**config.mk**
```make
export PLATFORM = sky130hd
export DESIGN_NAME = mic_reader_top
export DESIGN_NICKNAME = d
export VERILOG_FILES = /design/src/pkg/mic_pkg.sv /design/src/rtl/mic_pair_buf.sv /design/src/rtl/mic_reader_top.sv
export SDC_FILE = /design/constraint.sdc
export NUM_CORES = 1
export LEC_CHECK = 0
export ABC_AREA = 1
export BUFFER_PORTS_ARGS = -buffer_cell sky130_fd_sc_hd__buf_4
export CAP_MARGIN = 20
export CORE_ASPECT_RATIO = 1.5
export CORE_MARGIN = 3
export CORE_UTILIZATION = 40
export DETAILED_ROUTE_END_ITERATION = 8
export GPL_TIMING_DRIVEN = 0
export SLEW_MARGIN = 10
export SYNTH_ARGS = -nofsm -noshare
export SYNTH_HDL_FRONTEND = slang
export SYNTH_SLANG_ARGS = --single-unit
```
**constraint.sdc**
```tcl
create_clock -name clock_i -period 1.7 [get_ports clock_i]
set_input_delay 0.255 -clock clock_i [delete_from_list [all_inputs] [get_ports clock_i]]
set_output_delay 0.255 -clock clock_i [all_outputs]
set_load 0.05 [all_outputs]
```
**src/pkg/mic_pkg.sv**
```systemverilog
/*
 * Constants and types shared by the microphone converter reader.
 * Assumes a single system clock at SYS_CLK_HZ feeding every file.
 */
`default_nettype none

package mic_pkg;

    // System and serial clock rates
    localparam int unsigned SYS_CLK_HZ = 250_000_000;
    localparam int unsigned SCLK_HZ = 12_500_000;
    // System cycles per serial clock half period
    localparam int unsigned SCLK_HALF_INT = SYS_CLK_HZ / (2 * SCLK_HZ);
    localparam logic [4:0] SCLK_HALF_CYC = 5'(SCLK_HALF_INT);

    // Frame layout
    localparam int unsigned FRAME_BITS = 16;
    localparam int unsigned RESULT_BITS = 12;
    localparam int unsigned RESULT_LSB = 0;
    localparam logic [4:0] FRAME_LAST_BIT = 5'h0F;

    // Reset values
    localparam logic SCLK_IDLE = 1'b1;
    localparam logic SEL_IDLE = 1'b1;
    localparam logic DONE_RST = 1'b1;
    localparam logic [15:0] FRAME_RST = 16'h0000;
    localparam logic [11:0] RESULT_RST = 12'h000;
    localparam logic [4:0] COUNT_RST = 5'h00;

    typedef enum logic [1:0]
    {
        IDLE_STATE,
        BIT_CAPTURE_STATE,
        RESULT_PUBLISH_STATE
    } mic_state_t;

endpackage

`default_nettype wire

```
**src/rtl/mic_pair_buf.sv**
```systemverilog
/*
 * Two-entry buffer with valid and ready on both sides.
 * Assumes the filler watches in_ready_o and the drainer may stall.
 */
`default_nettype none

module mic_pair_buf
    import mic_pkg::*;
(
    input wire logic clock_i,
    input wire logic rstn_i,
    input wire logic in_valid_i,
    input wire logic [11:0] in_data_i,
    output logic in_ready_o,
    output logic out_valid_o,
    output logic [11:0] out_data_o,
    input wire logic out_ready_i
);

    typedef struct packed
    {
        logic head_valid;
        logic [11:0] head_data;
        logic tail_valid;
        logic [11:0] tail_data;
    } mic_buf_t;

    mic_buf_t r;
    mic_buf_t next_r;
    logic push;
    logic pop;

    assign in_ready_o = !r.tail_valid;
    assign out_valid_o = r.head_valid;
    assign out_data_o = r.head_data;
    assign push = in_valid_i && !r.tail_valid;
    assign pop = r.head_valid && out_ready_i;

    always_comb
    begin
        next_r = r;
        if (pop)
        begin
            if (r.tail_valid)
            begin
                next_r.head_data = r.tail_data;
                next_r.tail_valid = 1'b0;
            end
            else if (push)
            begin
                next_r.head_data = in_data_i;
            end
            else
            begin
                next_r.head_valid = 1'b0;
            end
        end
        else if (push)
        begin
            if (!r.head_valid)
            begin
                next_r.head_valid = 1'b1;
                next_r.head_data = in_data_i;
            end
            else
            begin
                next_r.tail_valid = 1'b1;
                next_r.tail_data = in_data_i;
            end
        end
    end

    always_ff @(posedge clock_i or negedge rstn_i)
    begin
        if (!rstn_i)
        begin
            r <= '0;
        end
        else
        begin
            r <= next_r;
        end
    end

endmodule

`default_nettype wire

```
**src/rtl/mic_reader_top.sv**
```systemverilog
/*
 * Reader for a serial 12-bit converter: makes serial clock and select,
 * shifts in a 16-bit frame and publishes the low twelve bits.
 * Each result is also offered on a valid/ready stream through a
 * two-entry buffer, so a stalling receiver loses no word.
 * Assumes start_i and conv_serial_in_i are synchronous to clock_i,
 * and that the converter changes its data on falling serial clock.
 */
`default_nettype none

// Overview of operation
// - One system clock, asynchronous reset, converter serial data input.
// - Serial clock at 12.5MHz is divided from system clock during frames.
// - Select held low while converter shifts bits out on falling edges.
// - Select driven high right after the last bit arrives.
// - Exactly three states: idle, bit capture, result publish.
// - Done output is high while idle.
// - Start high while idle moves the machine into bit capture.
// - Bit capture drives done low, shifts sixteen bits MSB first.
// - After all frame bits, move from capture to result publish.
// - Result publish places twelve result bits on the data output.
// - Publish returns to idle only once start is low.
// - Reset forces idle at once from any state.
module mic_reader_top
    import mic_pkg::*;
(
    input wire logic clock_i,
    input wire logic rstn_i,
    input wire logic start_i,
    input wire logic conv_serial_in_i,
    input wire logic res_ready_i,
    output logic conv_sclk_o,
    output logic conv_select_n_o,
    output logic done_o,
    output logic [11:0] data_o,
    output logic res_valid_o,
    output logic [11:0] res_data_o
);

    typedef struct packed
    {
        mic_state_t state;
        logic [4:0] div;
        logic [4:0] bits;
        logic sclk;
        logic sel_n;
        logic done;
        logic pushed;
        logic [15:0] frame;
        logic [11:0] data;
    } mic_regs_t;

    mic_regs_t r;
    mic_regs_t next_r;
    logic buf_in_valid;
    logic buf_in_ready;
    logic half_end;
    logic rise_edge;
    logic frame_end;

    // Last cycle of a serial clock half period
    function automatic logic half_done(input logic [4:0] cnt);
        half_done = (cnt == 5'(SCLK_HALF_CYC - 5'h01));
    endfunction

    // Result field of a captured frame
    function automatic logic [11:0] frame_result(input logic [15:0] f);
        frame_result = f[RESULT_LSB +: RESULT_BITS];
    endfunction

    // Counter step
    function automatic logic [4:0] count_up(input logic [4:0] cnt);
        count_up = 5'(cnt + 5'h01);
    endfunction

    // Frame with one more bit at the bottom
    function automatic logic [15:0] shift_in(input logic [15:0] f,
        input logic b);
        shift_in = {f[14:0], b};
    endfunction

    // Converter link parked
    function automatic mic_regs_t park_link(input mic_regs_t s);
        mic_regs_t p;
        p = s;
        p.sel_n = SEL_IDLE;
        p.sclk = SCLK_IDLE;
        park_link = p;
    endfunction

    // Serial clock edge decode
    assign half_end = half_done(r.div);
    assign rise_edge = half_end && !r.sclk;
    assign frame_end = rise_edge && (r.bits == FRAME_LAST_BIT);

    // Publish offers its result once
    assign buf_in_valid = (r.state == RESULT_PUBLISH_STATE) && !r.pushed;

    // Next state and outputs
    always_comb
    begin
        next_r = r;
        case (r.state)
            IDLE_STATE:
            begin
                next_r.done = 1'b1;
                next_r = park_link(next_r);
                next_r.div = COUNT_RST;
                next_r.bits = COUNT_RST;
                if (start_i)
                begin
                    next_r.state = BIT_CAPTURE_STATE;
                    next_r.done = 1'b0;
                    next_r.sel_n = 1'b0;
                    next_r.pushed = 1'b0;
                end
            end
            BIT_CAPTURE_STATE:
            begin
                next_r.done = 1'b0;
                if (half_end)
                begin
                    next_r.div = COUNT_RST;
                    next_r.sclk = !r.sclk;
                end
                else
                begin
                    next_r.div = count_up(r.div);
                end
                if (rise_edge)
                begin
                    next_r.frame = shift_in(r.frame, conv_serial_in_i);
                    next_r.bits = count_up(r.bits);
                end
                if (frame_end)
                begin
                    next_r.state = RESULT_PUBLISH_STATE;
                    next_r = park_link(next_r);
                    next_r.data = frame_result(
                        shift_in(r.frame, conv_serial_in_i));
                    next_r.done = 1'b1;
                end
            end
            RESULT_PUBLISH_STATE:
            begin
                next_r.done = 1'b1;
                next_r = park_link(next_r);
                if (buf_in_ready && !r.pushed)
                begin
                    next_r.pushed = 1'b1;
                end
                if ((r.pushed || buf_in_ready) && !start_i)
                begin
                    next_r.state = IDLE_STATE;
                end
            end
            default:
            begin
                next_r.state = IDLE_STATE;
            end
        endcase
    end

    always_ff @(posedge clock_i or negedge rstn_i)
    begin
        if (!rstn_i)
        begin
            r.state <= IDLE_STATE;
            r.div <= COUNT_RST;
            r.bits <= COUNT_RST;
            r.sclk <= SCLK_IDLE;
            r.sel_n <= SEL_IDLE;
            r.done <= DONE_RST;
            r.pushed <= 1'b0;
            r.frame <= FRAME_RST;
            r.data <= RESULT_RST;
        end
        else
        begin
            r <= next_r;
        end
    end

    assign data_o = r.data;
    assign done_o = r.done;
    assign conv_sclk_o = r.sclk;
    assign conv_select_n_o = r.sel_n;

    // Result stream toward user logic
    mic_pair_buf i_mic_pair_buf
    (
        .clock_i(clock_i),
        .rstn_i(rstn_i),
        .in_valid_i(buf_in_valid),
        .in_data_i(r.data),
        .in_ready_o(buf_in_ready),
        .out_valid_o(res_valid_o),
        .out_data_o(res_data_o),
        .out_ready_i(res_ready_i)
    );

endmodule

`default_nettype wire

```
==> results.cfg <==
[worst_setup_path]
crit_slowest_cell = dfrtp_1
critPathTopFamily = simple AND/OR/NAND/NOR gates
cp_slowest_stage_delay_ns = 0.37
critPathBufInv = 0
start_kind = flip-flop
crit_required_ns = 1.91
crit_chain = ha_2, nand2_2, nor2_2, ha_2, nand4_1, nor2_2, nand2_2, nand2_1, o21ai_0
crit_cells = 9
path_max_fanout = 6
reg2regPathDepth = 9
worst-setup-path-type = flip-flop to flip-flop
arrival_ns = 1.84
crit_path_end_kind = flip-flop

[timing]
rsz0062_at_grt = yes
finalHoldViolations = 0
max_slew_margin = 0.4386
fin_crit_ns = 1.630
setup_violations = 0
slew_viol_final = 0
clock_skew_ns = 0.004267
fmax_ghz = 0.6135
whs_ns = 0.003387
post-route-period-util = 0.9588
worst_slew_pin_slew_ns = 0.8421

[logic_synthesis]
synthCells = 402
synth.distinct_cells = 32
syn_area_per_cell_um2 = 8.562
ys_seq_elements = 65
netlist_area_um2 = 3442
seq_area_frac_synth = 0.4736
ys_warn_count = 0
syn_nets = 417

[min_path]
hold_class = input port to asynchronous set/reset pin

[global_routing]
antenna_found_initial = 0
grt_pass1_wl_mm = 11.92
grt_max_degree = 66
grt_overflow = 0
grt_usage = 0.1578
grt_pass1_vias = 2607

[placement]
port_buffers = 32
gp_congestion = 0.8316
dp_cells = 539
dp_hpwl_mm = 4.968

[die]
num_rows = 40
coreArea_um2 = 8208
initial_utilization = 0.4194
dieArea_um2 = 9777
num_io_pins = 33
dieHeight_um = 119.6
die_w_um = 81.74

[clock_tree]
clk_pin_slew_worst_paths_ns = 0.05
clock_sinks = 65
postCtsHoldBufs = 0
clk_latency_ns = 0.33
clk_path_buf_depth = 2
cts_tree = done
cts_root_buf = clkbuf_16
h-tree-depth = 3
cts_buffers = 9

[finish]
num_antenna_cells = 0
drive_above_1_share = 0.3181
final-instance-count-excl-fill = 564
final_nets = 469
areaGrowthSynthToFinish_pct = 25.19
fillCellCount = 802

[power_and_ir_drop]
ir_worst_vdd_v = 0.0005650
power_density_nw_per_um2 = 1259
p_leak_nw = 2.087

[drt]
wl_per_cell_um = 12.47
drt_iter0_markers = 151
drt-met1-wl_mm = 2.658
wl_mm = 7.031
wl_met2_mm = 3.870
drc = 0
routed-via-count = 2675
wl_met3_um = 221
dr.pass1.iters = 4
drtAntennaViolNets = 0
routed_via_density = 4.743
top_layer_used = met4

[run]
drv_cap = 0

[outcome]
status = finished clean
cell usage after synthesis (all sizes together):
cell type | n | share of area
o21ai | 55 | 0.096
clkbuf | 4 | 0.0076
nand3 | 12 | 0.021
a21oi | 26 | 0.044
xor2 | 4 | 0.010
o22ai | 2 | 0.0036
dfrtp | 62 | 0.45
clkinv | 1 | 0.0015
nand4 | 2 | 0.0036
o211ai | 8 | 0.017
or2 | 1 | 0.0018
inv | 52 | 0.057
ha | 10 | 0.036
dfstp | 3 | 0.023
nor2 | 30 | 0.040
a31oi | 1 | 0.0018
buf | 30 | 0.069
nand2 | 99 | 0.12
power by group:
group	switching, mW	internal (mW)	total, mW
sequential	0.125	1.79	1.91
clock	0.666	1.36	2.02
combinational	0.971	0.516	1.49
total	1.76	3.66	5.42
stage by stage:
step / worst slack, ns / utilization / instance area [um^2] / total power [mW] / setup TNS (ns)
2_1_floorplan: 0.01648 / - / 3442 / 2.927 / 0
3_3_place_gp: -0.2070 / 0.4646 / 3814 / 3.239 / -5.650
3_5_place_dp: -0.2404 / 0.4646 / 3814 / 3.268 / -6.818
4_1_cts: -0.0002995 / 0.5151 / 4228 / 5.356 / -0.0002995
5_1_grt: -0.05839 / 0.5250 / 4309 / 5.749 / -0.4445
6_report: 0.06998 / 0.5250 / 4309 / 5.425 / 0
worst register-to-register path, cell delays in order (launching register included):
cell	delay, ns
dfrtp_1	0.37
ha_2	0.21
nand2_2	0.06
nor2_2	0.09
ha_2	0.19
nand4_1	0.17
nor2_2	0.17
nand2_2	0.10
nand2_1	0.06
o21ai_0	0.08
timing repair:
item	CTS	global route
gates resized for setup	9	36
endpoints found under the setup margin	48	56
buffers inserted	6	3
pin swaps	4	7
per-layer routing:
metal / global-route usage / vias to the layer above
li1: - / 1377
met1: 0.1655 / 1225
met2: 0.2809 / 50
met3: 0.02177 / 23
met4: 0.1050 / 0
met5: 0 / -
registers in the layout (all words and copies together), names as in the netlist:
name                        cells
r                              24
i_mic_pair_buf.r               13
conv_sclk_o                     1
data_o                         12
i_mic_pair_buf.out_valid_o      1
done_o                          1
i_mic_pair_buf.out_data_o      12
conv_select_n_o                 1
cells by family (layout without fill, tap and decap cells):
| group | Yosys count | count (layout) | synth area share |
|---|---|---|---|
| xor+xnor | 4 | 4 | 0.01018 |
| simple gates | 144 | 144 | 0.1814 |
| buf+inv | 87 | 144 | 0.1349 |
| compound gates | 92 | 92 | 0.1636 |
| fa+ha+maj | 10 | 10 | 0.03635 |
| flops | 65 | 65 | 0.4736 |
placed cells by master (no fill, tap or decap), types with 2 or more instances in the layout:
cell and count:
o21ai_1 12, dfrtp_2 3, inv_1 45, inv_2 7
clkbuf_8 3, nand2_4 3, xor2_1 4, ha_1 7
o21ai_0 29, nand2_2 15, dfrtp_1 59, buf_6 8
o211ai_1 8, nand3_1 11, o22ai_1 2, clkbuf_16 9
nor2_1 25, ha_2 2, a21oi_1 24, o21ai_2 13
clkinv_2 3, nand2_1 81, nand4_1 2, clkbuf_1 2
nor2_2 3, bufinv_16 2, dfstp_2 3, buf_4 62
a21oi_4 2
worst paths after layout:
kind                                  start                         end  slack [ns]
max in group asynchronous            rstn_i                       r[43]        1.06
worst min-delay path                 rstn_i                       r[12]       0.003
worst min register to register       done_o                      done_o        0.47
worst max-delay path                  r[32]                   data_o[5]        0.07
worst max register to register        r[32]                   data_o[5]        0.07
min in group clock_i            res_ready_i  i_mic_pair_buf.out_valid_o        0.19
final cells by class:
| class | instances | area [um^2] | area share |
|---|---|---|---|
| Clock buffer | 11 | 252.7 | 0.05865 |
| Sequential cell | 65 | 1634 | 0.3792 |
| Multi-Input combinational cell | 250 | 1411 | 0.3275 |
| Tap cell | 105 | 131.4 | 0.03049 |
| Timing Repair Buffer | 41 | 327.8 | 0.07607 |
| Clock inverter | 5 | 77.57 | 0.01800 |
| Buffer | 34 | 274.0 | 0.06359 |
| Inverter | 53 | 200.2 | 0.04646 |
No activity file was read; power rests on OpenSTA's default activity.
